**config.mk**
```make
export PLATFORM = sky130hd
export DESIGN_NAME = debug_lock_security
export DESIGN_NICKNAME = d
export VERILOG_FILES = /design/src/debug_lock_pkg.sv /design/src/sec_page_mem.sv /design/src/debug_lock_security.sv
export VERILOG_INCLUDE_DIRS = /design/src
export SDC_FILE = /design/constraint.sdc
export NUM_CORES = 2
export LEC_CHECK = 0
export ABC_CLOCK_PERIOD_IN_PS = 8000
export BUFFER_PORTS_ARGS = -buffer_cell sky130_fd_sc_hd__buf_2
export CAP_MARGIN = 20
export CORE_UTILIZATION = 65
export CTS_CLUSTER_SIZE = 8
export DETAILED_ROUTE_END_ITERATION = 8
export PLACE_DENSITY_LB_ADDON = 0.05
export SYNTH_ARGS = -nofsm -noshare
export SYNTH_HDL_FRONTEND = slang
export SYNTH_SLANG_ARGS = --single-unit
export TNS_END_PERCENT = 30
```
**constraint.sdc**
```tcl
create_clock -name clk -period 8 [get_ports clk]
set_input_delay 0.4 -clock clk [delete_from_list [all_inputs] [get_ports clk]]
set_output_delay 0.4 -clock clk [all_outputs]
set_load 0.005 [all_outputs]
```
**src/debug_lock_defines.svh**
```systemverilog
// Purpose: Addresses, patterns and counts for the debug lock and boot security block.
// Assumes: 16-bit nonvolatile words, byte addresses, low word at the lower address.
// Notes: Definitions only.
`ifndef DEBUG_LOCK_DEFINES_SVH
`define DEBUG_LOCK_DEFINES_SVH

// ==========================================================================
// Address map
`define DL_SEC_BASE 16'hFF80
`define DL_SIG_DBG_ADDR 16'hFF80
`define DL_SIG_BL_ADDR 16'hFF84
`define DL_DBG_PW_ADDR 16'hFF88
`define DL_PW_CFG_ADDR 16'hFF90
`define DL_DEV_PW_ADDR 16'hFFE0
`define DL_INFO_LO 16'h1800
`define DL_INFO_HI 16'h19FF
`define DL_CAL_LO 16'h1A00
`define DL_CAL_HI 16'h1AFF

// ==========================================================================
// Signature patterns and fields
`define DL_SIG_OPEN 32'h0000_0000
`define DL_SIG_BYPASS 32'h5555_5555
`define DL_SIG_DISABLE 32'hFFFF_FFFF
`define DL_PW_EN_BIT 15
`define DL_PW_LEN_MSB 1
`define DL_PW_LEN_LSB 0

// ==========================================================================
// Counts
`define DL_SCAN_LAST 3'h4
`define DL_DEV_PW_LAST 4'hF
`define DL_WORD_LAST 4'hF

`endif

```
**src/debug_lock_pkg.sv**
```systemverilog
// Purpose: Types shared by the debug lock and boot security block.
// Assumes: The defines header is included by every user.
// Notes: None.
package debug_lock_pkg;

  // ==========================================================================
  // Requesters of memory access
  typedef enum logic [1:0] {
    SRC_APP = 2'h0,
    SRC_BOOT = 2'h1,
    SRC_DEBUG = 2'h2
  } src_t;

  typedef struct packed {
    logic valid;
    logic write;
    logic erase;
    src_t src;
    logic [15:0] addr;
    logic [15:0] wdata;
  } mem_req_t;

  typedef struct packed {
    logic rvalid;
    logic denied;
    logic [15:0] rdata;
  } mem_rsp_t;

  typedef struct packed {
    logic valid;
    logic write;
    logic erase;
    logic [15:0] addr;
    logic [15:0] wdata;
  } nvm_cmd_t;

  // ==========================================================================
  // Control state
  typedef enum logic [4:0] {
    ST_INIT = 5'h01,
    ST_SCAN = 5'h02,
    ST_RUN = 5'h04,
    ST_CHECK = 5'h08,
    ST_READ = 5'h10
  } state_e_t;

  typedef struct packed {
    logic valid;
    logic dbg;
    logic [15:0] word;
  } cmp_t;

endpackage : debug_lock_pkg

```
**src/sec_page_mem.sv**
```systemverilog
// Purpose: Word store for the security page at the top of nonvolatile memory.
// Assumes: One write and one read per cycle, read data registered.
// Notes: Contents are not reset, as befits nonvolatile storage.
`timescale 1ns/1ns
`default_nettype none

module sec_page_mem (
  // Clock
  input wire logic clk,
  // Write port
  input wire logic we,
  input wire logic [5:0] waddr,
  input wire logic [15:0] wdata,
  // Read port
  input wire logic [5:0] raddr,
  output logic [15:0] rdata
);

  logic [15:0] mem [0:63];

  // ==========================================================================
  // Storage
  always_ff @(posedge clk) begin
    if (we) begin
      mem[waddr] <= wdata;
    end
    rdata <= mem[raddr];
  end

endmodule : sec_page_mem

`default_nettype wire

```
**src/debug_lock_security.sv**
```systemverilog
// Purpose: Reset-time signature evaluation, debug port lock, boot loader gating and memory guards.
// Assumes: rstn is the brownout reset; debug link pins are asynchronous to clk.
// Notes: The security page FF80h to FFFFh lives in sec_page_mem; other accesses go out on nvm_cmd.
`timescale 1ns/1ns
`default_nettype none

`include "debug_lock_defines.svh"

// What this block does
// - Debug lock signature is the 32-bit word at FF80h to FF83h.
// - An all-zero debug signature leaves the debug port open; anything else locks it.
// - Boot signature 5555_5555h bypasses the boot loader; user code starts at once.
// - Boot signatures other than 5555_5555h and FFFF_FFFFh run the boot loader on entry and demand its password.
// - The 32 bytes FFE0h to FFFFh serve as the boot loader password.
// - A locked debug port refuses all access; apart from the application, only a verified boot loader gets in.
// - A verified boot loader may clear the debug signature, reopening the debug port.
// - Optional debug password of one to four words stored from FF88h.
// - A wrong debug password keeps the debug port closed.
// - With an all-zero debug signature, a verified debug password opens the port until the next brownout reset.
// - The calibration table cannot be erased or written by any requester.
// - Information memory 1800h to 19FFh stays readable and writable.
// - Boot signature FFFF_FFFFh disables the boot loader and its signature clearing.
module debug_lock_security (
  // Clock and reset
  input wire logic clk,
  input wire logic rstn,
  // Boot loader entry pin and password words
  input wire logic bl_entry,
  input wire logic bl_pw_valid,
  input wire logic bl_pw_first,
  input wire logic [15:0] bl_pw_word,
  output logic bl_pw_ready,
  // Two-wire debug link pins
  input wire logic two_wire_debug_clk,
  input wire logic two_wire_debug_dat,
  input wire logic two_wire_debug_en,
  // Memory requests and answers
  input wire debug_lock_pkg::mem_req_t mem_req,
  output logic mem_ready,
  output debug_lock_pkg::mem_rsp_t mem_rsp,
  output debug_lock_pkg::nvm_cmd_t nvm_cmd,
  // Security decisions
  output logic cpu_release,
  output logic boot_loader_run,
  output logic bl_unlocked,
  output logic dbg_open,
  output logic dbg_pw_fail
);
  import debug_lock_pkg::*;

  typedef struct packed {
    state_e_t st;
    logic [2:0] idx;
    logic [15:0] rd_addr;
    logic [31:0] sig_dbg;
    logic [31:0] sig_bl;
    logic [15:0] pw_cfg;
    logic decided;
    logic bl_run;
    logic bl_ok;
    logic [3:0] bl_idx;
    logic pw_ok;
    logic pw_fail;
    logic [1:0] pw_idx;
    cmp_t cmp;
    logic [2:0] dclk;
    logic [1:0] ddat;
    logic [1:0] den;
    logic [1:0] entry;
    logic [3:0] bit_cnt;
    logic [15:0] shift;
    mem_rsp_t rsp;
    nvm_cmd_t nvm;
  } state_t;

  state_t s;
  state_t next_s;
  logic [15:0] rdata;
  logic mem_we;
  logic bypass;
  logic disabled;
  logic pw_mode;
  logic dbg_rise;
  logic take;
  logic deny;

  // ==========================================================================
  // Helpers
  function automatic logic [15:0] scan_addr(input logic [2:0] i);
    if (i == 3'h4) begin
      scan_addr = `DL_PW_CFG_ADDR;
    end else begin
      scan_addr = `DL_SIG_DBG_ADDR + {12'h000, i, 1'b0};
    end
  endfunction : scan_addr

  function automatic logic in_range(input logic [15:0] a, input logic [15:0] lo, input logic [15:0] hi);
    in_range = (a >= lo) && (a <= hi);
  endfunction : in_range

  function automatic logic refuse(input mem_req_t r, input logic open, input logic unlocked);
    if (in_range(r.addr, `DL_CAL_LO, `DL_CAL_HI) && (r.write || r.erase)) begin
      refuse = 1'b1;
    end else if (r.src == SRC_DEBUG) begin
      refuse = !open;
    end else if (r.src == SRC_BOOT) begin
      refuse = !unlocked;
    end else begin
      refuse = 1'b0;
    end
  endfunction : refuse

  // ==========================================================================
  // Decisions
  assign bypass = (s.sig_bl == `DL_SIG_BYPASS);
  assign disabled = (s.sig_bl == `DL_SIG_DISABLE);
  assign pw_mode = s.pw_cfg[`DL_PW_EN_BIT];
  assign dbg_rise = s.dclk[1] && !s.dclk[2];
  assign mem_ready = (s.st == ST_RUN) && !s.cmp.valid;
  assign take = mem_ready && mem_req.valid;
  assign deny = refuse(mem_req, dbg_open, s.bl_ok);
  assign mem_we = take && !deny && mem_req.write && (mem_req.addr >= `DL_SEC_BASE);
  assign bl_pw_ready = !s.cmp.valid;
  assign cpu_release = s.decided;
  assign boot_loader_run = s.bl_run;
  assign bl_unlocked = s.bl_ok;
  assign dbg_pw_fail = s.pw_fail;
  assign dbg_open = s.decided && (s.sig_dbg == `DL_SIG_OPEN) && (!pw_mode || s.pw_ok);
  assign mem_rsp = s.rsp;
  assign nvm_cmd = s.nvm;

  // ==========================================================================
  // Next state
  always_comb begin
    next_s = s;
    next_s.dclk = {s.dclk[1:0], two_wire_debug_clk};
    next_s.ddat = {s.ddat[0], two_wire_debug_dat};
    next_s.den = {s.den[0], two_wire_debug_en};
    next_s.entry = {s.entry[0], bl_entry};
    next_s.rsp.rvalid = 1'b0;
    next_s.rsp.denied = 1'b0;
    next_s.nvm.valid = 1'b0;
    if (!s.den[1]) begin
      next_s.bit_cnt = 4'h0;
    end else if (dbg_rise) begin
      next_s.shift = {s.shift[14:0], s.ddat[1]};
      next_s.bit_cnt = s.bit_cnt + 4'h1;
      if (s.bit_cnt == `DL_WORD_LAST && s.decided && pw_mode && !s.pw_ok && !s.pw_fail && !s.cmp.valid) begin
        next_s.cmp = '{valid: 1'b1, dbg: 1'b1, word: {s.shift[14:0], s.ddat[1]}};
      end
    end
    if (bl_pw_valid && !s.cmp.valid && s.decided && !bypass && !disabled) begin
      next_s.cmp = '{valid: 1'b1, dbg: 1'b0, word: bl_pw_word};
      if (bl_pw_first) begin
        next_s.bl_idx = 4'h0;
      end
    end
    case (s.st)
      ST_INIT: begin
        next_s.idx = 3'h0;
        next_s.rd_addr = scan_addr(3'h0);
        next_s.st = ST_SCAN;
      end
      ST_SCAN: begin
        case (s.idx)
          3'h0: next_s.sig_dbg[15:0] = rdata;
          3'h1: next_s.sig_dbg[31:16] = rdata;
          3'h2: next_s.sig_bl[15:0] = rdata;
          3'h3: next_s.sig_bl[31:16] = rdata;
          default: next_s.pw_cfg = rdata;
        endcase
        next_s.idx = s.idx + 3'h1;
        next_s.rd_addr = scan_addr(s.idx + 3'h1);
        if (s.idx == `DL_SCAN_LAST) begin
          next_s.decided = 1'b1;
          next_s.bl_run = s.entry[1] && (s.sig_bl != `DL_SIG_BYPASS) && (s.sig_bl != `DL_SIG_DISABLE);
          next_s.st = ST_RUN;
        end
      end
      ST_RUN: begin
        if (s.cmp.valid) begin
          if (s.cmp.dbg) begin
            next_s.rd_addr = `DL_DBG_PW_ADDR + {13'h0000, s.pw_idx, 1'b0};
          end else begin
            next_s.rd_addr = `DL_DEV_PW_ADDR + {11'h000, s.bl_idx, 1'b0};
          end
          next_s.st = ST_CHECK;
        end else if (take) begin
          next_s.rd_addr = mem_req.addr;
          if (deny) begin
            next_s.rsp.denied = 1'b1;
          end else if (mem_req.addr >= `DL_SEC_BASE) begin
            if (mem_req.write && mem_req.addr[15:2] == `DL_SIG_DBG_ADDR >> 2) begin
              if (mem_req.addr[1]) begin
                next_s.sig_dbg[31:16] = mem_req.wdata;
              end else begin
                next_s.sig_dbg[15:0] = mem_req.wdata;
              end
            end
            if (!mem_req.write && !mem_req.erase) begin
              next_s.st = ST_READ;
            end
          end else begin
            next_s.nvm = '{valid: 1'b1, write: mem_req.write, erase: mem_req.erase,
                           addr: mem_req.addr, wdata: mem_req.wdata};
          end
        end
      end
      ST_CHECK: begin
        next_s.cmp.valid = 1'b0;
        next_s.st = ST_RUN;
        if (s.cmp.dbg) begin
          if (rdata != s.cmp.word) begin
            next_s.pw_fail = 1'b1;
          end else if (s.pw_idx == s.pw_cfg[`DL_PW_LEN_MSB:`DL_PW_LEN_LSB]) begin
            next_s.pw_ok = 1'b1;
          end else begin
            next_s.pw_idx = s.pw_idx + 2'h1;
          end
        end else begin
          if (rdata != s.cmp.word) begin
            next_s.bl_idx = 4'h0;
          end else if (s.bl_idx == `DL_DEV_PW_LAST) begin
            next_s.bl_ok = 1'b1;
          end else begin
            next_s.bl_idx = s.bl_idx + 4'h1;
          end
        end
      end
      ST_READ: begin
        next_s.rsp.rvalid = 1'b1;
        next_s.rsp.rdata = rdata;
        next_s.st = ST_RUN;
      end
      default: begin
        next_s.st = ST_INIT;
      end
    endcase
  end

  // ==========================================================================
  // State register
  always_ff @(posedge clk) begin
    if (!rstn) begin
      s <= '0;
      s.st <= ST_INIT;
    end else begin
      s <= next_s;
    end
  end

  sec_page_mem u_mem (
    .clk(clk),
    .we(mem_we),
    .waddr(mem_req.addr[6:1]),
    .wdata(mem_req.wdata),
    .raddr(next_s.rd_addr[6:1]),
    .rdata(rdata)
  );
endmodule : debug_lock_security

`default_nettype wire

```
==> Word level (Yosys, flattened, before mapping) <==
Memories as Yosys holds them, arrays and structs flattened. A register that Yosys moved wholly into a read port is not among the register bits.
Cells that the tools add are included.
{ "totals": {"register_bits": 204, "mem_bits_rw": 1024, "in_bits": 61, "output_inout_bits": 60, "elab_cells": 200, "memories": 1} }
{ "classes": {"add_sub_neg": 7, "magnitude_cmp": 3, "n_eq_ne": 35, "muxes": 46, "bitwise_logic": 10, "reduce_logical": 66} }
{ "memory_table": {"columns": ["name", "words", "word_bits", "read_ports", "rd_ports_with_merged_regs", "write_ports", "line", "source"], "rows": [
  ["u_mem.mem", 64, 16, 1, 1, 1, "sec_page_mem.sv:19", "logic [15:0] mem [0:63];"]
]} }
{ "ops": {"columns": ["operator", "count"], "rows": [
  ["$mux W32", 4],
  ["$mux W18", 4],
  ["$mux W16", 4],
  ["$pmux W32 S2", 1],
  ["$mux W39", 1],
  ["$mux W35", 1],
  ["$eq A32 B31 Y1 const B", 1],
  ["$eq A32 B32 Y1 const B", 1],
  ["$logic_not A32 Y1", 1],
  ["$ne A32 B31 Y1 const B", 1],
  ["$ne A32 B32 Y1 const B", 1],
  ["$mux W5", 6],
  ["$mux W4", 6],
  ["$logic_and A1 B1 Y1", 23],
  ["$mux W7", 3],
  ["$pmux W7 S3", 1],
  ["$pmux W5 S4", 1],
  ["$ge A16 B13 Y1 const B", 1],
  ["$ge A16 B16 Y1 const B", 1],
  ["$le A16 B13 Y1 const B", 1],
  ["$ne A16 B16 Y1", 1],
  ["$reduce_and A8 Y1", 2],
  ["$eq A14 B14 Y1 const B", 1],
  ["$logic_not A1 Y1", 12],
  ["other kinds (37)", 88]
]} }

==> Depth between registers and ports, before layout <==
{ "logic_depth": {"depth_word": 12, "mapped_depth": 14, "depth_no_buf": 10} }

==> Cells and area by module <==
From an unflattened synthesis, not the netlist that was laid out.
{ "hier_totals": {"cells_unflattened": 2905, "hier_area_um2": 49193.4} }
{ "modules_own_cells": {"columns": ["module", "instances", "cells_each", "area_per_inst_um2"], "rows": [
  ["sec_page_mem", 1, 1829, 40042.2],
  ["debug_lock_security", 1, 1076, 9151.3]
]} }

==> Worst setup path after synthesis <==
Ideal clock, no wire load.
{ "synth_timing": {"kind": "register to register", "from": "register s[99] in the netlist's numbering", "to": "memory u_mem.mem[30][0], enable pin", "setup_time_ns": 0.389, "arrival_ns": 2.718, "setup_slack_ns": 4.893, "path_stages_with_launch": 9, "synth_period_minus_slack_ns": 3.107, "path_cell_list": "dfxtp_1 > buf_2 > nor4b_2 > and3_1 > clkbuf_1 > nand4_1 > nor3_1 > nand3_1 > nor2_1"} }
{ "synth_between": {"elab_chain_len": 8} }
{ "synth_rtl": {"columns": ["item", "line", "source"], "rows": [
  ["start, declared", "debug_lock_security.sv:76", "state_t s;"],
  ["start signal, assigned", "debug_lock_security.sv:248", "s <= next_s;"],
  ["$logic_not A1 Y1", "debug_lock_security.sv:119", "assign mem_ready = (s.st == ST_RUN) && !s.cmp.valid;"],
  ["$logic_and A1 B1 Y1", "debug_lock_security.sv:119", null],
  ["$logic_and A1 B1 Y1", "debug_lock_security.sv:120", "assign take = mem_ready && mem_req.valid;"],
  ["$logic_and A1 B1 Y1 (3 in series)", "debug_lock_security.sv:122", "assign mem_we = take && !deny && mem_req.write && (mem_req.addr >= `DL_SEC_BASE);"],
  ["$mux W1", "sec_page_mem.sv:24", "if (we) begin"],
  ["$mux W1 (not written as such)", "sec_page_mem.sv:25", "mem[waddr] <= wdata;"],
  ["end, declared", "sec_page_mem.sv:19", null]
]} }
No other way between the ends.

==> Worst setup path after layout <==
{ "layout_timing": {"from": "register s[214] in the netlist's numbering", "to": "register u_mem.rdata[5], read port of u_mem.mem"} }
{ "layout_between": {"elab_chain_len": 6, "elab_cells_between_ends": 8, "cone_classes": "3 x eq/ne; 3 x mux; 2 x reduce/logical"} }
{ "layout_rtl": {"columns": ["item", "line", "source"], "rows": [
  ["$eq A5 B3 Y1", "debug_lock_security.sv:119, debug_lock_security.sv:158", null],
  ["$logic_and A1 B1 Y1", "debug_lock_security.sv:119", null],
  ["$logic_and A1 B1 Y1", "debug_lock_security.sv:120", null],
  ["$mux W39", "debug_lock_security.sv:188", "end else if (take) begin"],
  ["$mux W7", "debug_lock_security.sv:181", "if (s.cmp.valid) begin"],
  ["$pmux W7 S3 (*)", "debug_lock_security.sv:158", "case (s.st)"],
  ["end, declared", "sec_page_mem.sv:16", "output logic [15:0] rdata"]
]} }
Every way passes the cells marked *; elsewhere a longest branch is shown, timed or not. The select of a mux whose other input is x is not followed.
A chain may end at the register's enable or synchronous reset.

==> results.toml <==
[grt]
grt_pass1_wl_um = 195000
grtUsageTotal_pct = 35.4
grt_start_max_net_pins = 150
grtUsageMet1_pct = 49.2
met2_usage_pct = 54.3
busiest_layer = "met2"
gr-usage-met3_pct = 8.18
antenna_found_initial = 1
grt_pass1_vias = 31100
grt_remaining_overflow = 0

[synth]
ys_warn_count = 0
synth_edf_count = 1024
synth_area_per_cell_um2 = 12.8
async_flop_share_pct = 0
synth_top_area_share_pct = 63.1
yosysTopAreaCell = "edfxtp_1"
yosysSeqAreaShare_pct = 71.6
synth_ff_type = "edfxtp_1"
synth_seq_cells = 1231
syn-num-nets = 3877
synth.area.top_cells = "edfxtp_1, dfxtp_1, nand2_1, nand3_1, a21oi_1"
ys_types = 69
synthCells = 3808
syn_area_um2 = 48800

[route]
antenna_left = 0
vias = 32700
vias_per_cell = 6.55
drt_iter0_markers = 4325
drcViolationCount = 0
totalWireLength_um = 134000
drt-wirelength-per-cell_um = 27.0
dr.pass1.iters = 8

[setup_path]
end_kind = "register"
required_ns = 8.63
start_kind = "register"
crit_arrival_ns = 6.75
cp_max_fo = 106
path_class = "register to register"

[sta]
worstMarginPinSlew_ns = 1.16
grt_setup_unrepaired = "false"
final.setup.worst_slack_ns = 1.88
fin_worst_skew_ns = 0.0265
fmax_ghz = 0.163
hold_violations = 0
finalMaxSlewViolations = 0
setup_tns_ns = 0
finalCriticalPeriod_ns = 6.12
setup_viol = 0
fin_crit_sh_pct = 76.5
maxSlewHeadroom_pct = 20.6

[clock_network]
clock_sinks = 1231
cts-hold-fix-buffers = 35
clockRootBuffer = "clkbuf_16"
cts_tree = "built"
post_cts_buffers = 0
clkTransAtPathRegs_ns = 0.05
clk_latency_ns = 0.74
cts_resized = 0
ctsLongestPathBuffers = 3
h-tree-depth = 4
cts-buffers-inserted = 171

[power_and_ir_drop]
p_leak_nw = 18.8
switching_share_pct = 23.6
p_int_w = 0.0112
comb_power_share_pct = 8.2
pwr-share-clk_pct = 43.8
switchingPower_w = 0.00348
power_density_nw_per_um2 = 266
irDropWorstVdd_v = 0.000211
seq_power_share_pct = 48.0

[die]
core_um2 = 74300
die_y_um = 276
initial_core_util_pct = 65.6
die-area_um2 = 76100
rows = 100
ios = 121
fp.dieW_um = 276

[run_status]
status = "finished, final reports clean"

[placed_design]
dp.final_hpwl_um = 78600
gp_congestion = 0.945
port_buffers = 120
place_ws_ns = 2.11

[cells_and_area]
drive_gt1_share_pct = 12.4
nets = 4025
layout_commonest_cell = "edfxtp_1"
area_growth_pct = 13.3
final_cell_mix = "edfxtp_1, nand2_1, nand3_1, dfxtp_1, a21oi_1"
utilization_pct = 74.3

[job]
maxCapViolations = 0

[hold_path]
hold_class = "primary input to register"
stage by stage:
| step | area [um^2] | total power, W | hold WS, ns | instances |
|---|---|---|---|---|
| floorplan | 48800 | 0.00790 | 0.412 | 3808 |
| global placement | 50100 | 0.00833 | 0.419 | 4712 |
| detailed placement | 50100 | 0.00835 | 0.423 | 4712 |
| CTS | 55200 | 0.0147 | 0.0356 | 4980 |
| global route | 55200 | 0.0151 | 0.0860 | 4985 |
| finish | 55200 | 0.0147 | 0.0842 | 4986 |
registers in the layout, indices dropped and copies added, names as in the netlist:
signal           cells
boot_loader_run      1
u_mem.rdata         16
nvm_cmd             35
dbg_pw_fail          1
pw_mode              1
mem_rsp             18
bl_unlocked          1
u_mem.mem         1024
next_s               5
cpu_release          1
s                  128
layer usage:
metal,wire (um),share of wire [%]
met1,51900,39
met5,0,0
met3,15300,11
met2,62000,46
met4,5200,3.9
path summary, 6_finish.rpt:
path | to | slack (ns) | cells past startpoint | start
worst min register to register | s[76]$_SDFF_PN0_ | 0.43 | 1 | next_s[76]$_SDFF_PN0_
worst max register to register | u_mem.rdata[5]$_DFF_P_ | 1.88 | 10 | s[214]$_SDFFE_PN0P_
worst min-delay path | s[210]$_SDFFE_PN1P_ | 0.08 | 2 | rstn
worst max-delay path | u_mem.rdata[5]$_DFF_P_ | 1.88 | 10 | s[214]$_SDFFE_PN0P_
power by group through the flow:
stage	logic [W]	registers (W)	clock network, W
after detailed placement	0.00117	0.00718	0
after global placement	0.00115	0.00718	0
after global routing	0.00129	0.00705	0.00673
final	0.00121	0.00706	0.00644
after CTS	0.00120	0.00706	0.00647
after floorplan	0.000769	0.00713	0
cell type report:
type                            instances  area [um^2]
Tap cell                              969         1210
Fill cell                            4717        19100
Clock inverter                         11          181
Antenna cell                            1         2.50
Timing Repair Buffer                  275         1920
Sequential cell                      1231        34900
Inverter                               10         40.0
Clock buffer                          222         4510
Multi-Input combinational cell       2267        12500
synth_stat cells, types with 3 or more instances:
cell type	number
buf_1	31
nor2_1	173
nor3b_1	4
xor2_1	4
a31oi_1	40
ha_1	8
clkbuf_1	145
edfxtp_1	1024
dfxtp_1	207
or3b_2	3
a2111oi_0	7
o21ai_0	20
a2111oi_2	9
o22ai_1	3
o21ai_1	17
buf_4	61
a21oi_1	206
nor3_1	39
and3_1	80
nand4_1	20
a221oi_1	31
nor4_1	14
buf_6	3
buf_2	60
nand2_1	884
mux4_2	16
a211oi_1	129
nand2b_1	5
a32oi_1	32
o211ai_1	3
a22oi_1	34
nand3_1	248
xnor2_1	21
nor2b_1	6
mux2i_1	103
inv_1	9
and2_1	14
or2_2	5
o211a_1	3
nand3b_1	5
o21a_1	4
a311oi_1	45
worst max-delay path, stage by stage, from the launching register on:
cell       delay, ns
dfxtp_1         0.33
nor2_1          0.58
nand2_2         0.48
o311ai_4        0.52
buf_4           0.64
nand2_8         0.62
buf_4           0.55
mux4_2          0.49
a2111oi_0       1.03
o21ai_1         0.31
and3_1          0.28
cells by family after synthesis:
logic type                 share of synthesized area [%]
and+or+nand+nor                                     13.5
AOI/OAI and AO/OA                                   8.33
muxes                                               2.88
xor gates and xnor gates                           0.449
DFF                                                 71.6
buffers and inverters                               3.06
adders and majority gates                          0.205
Power figures use the tool's default switching activity.
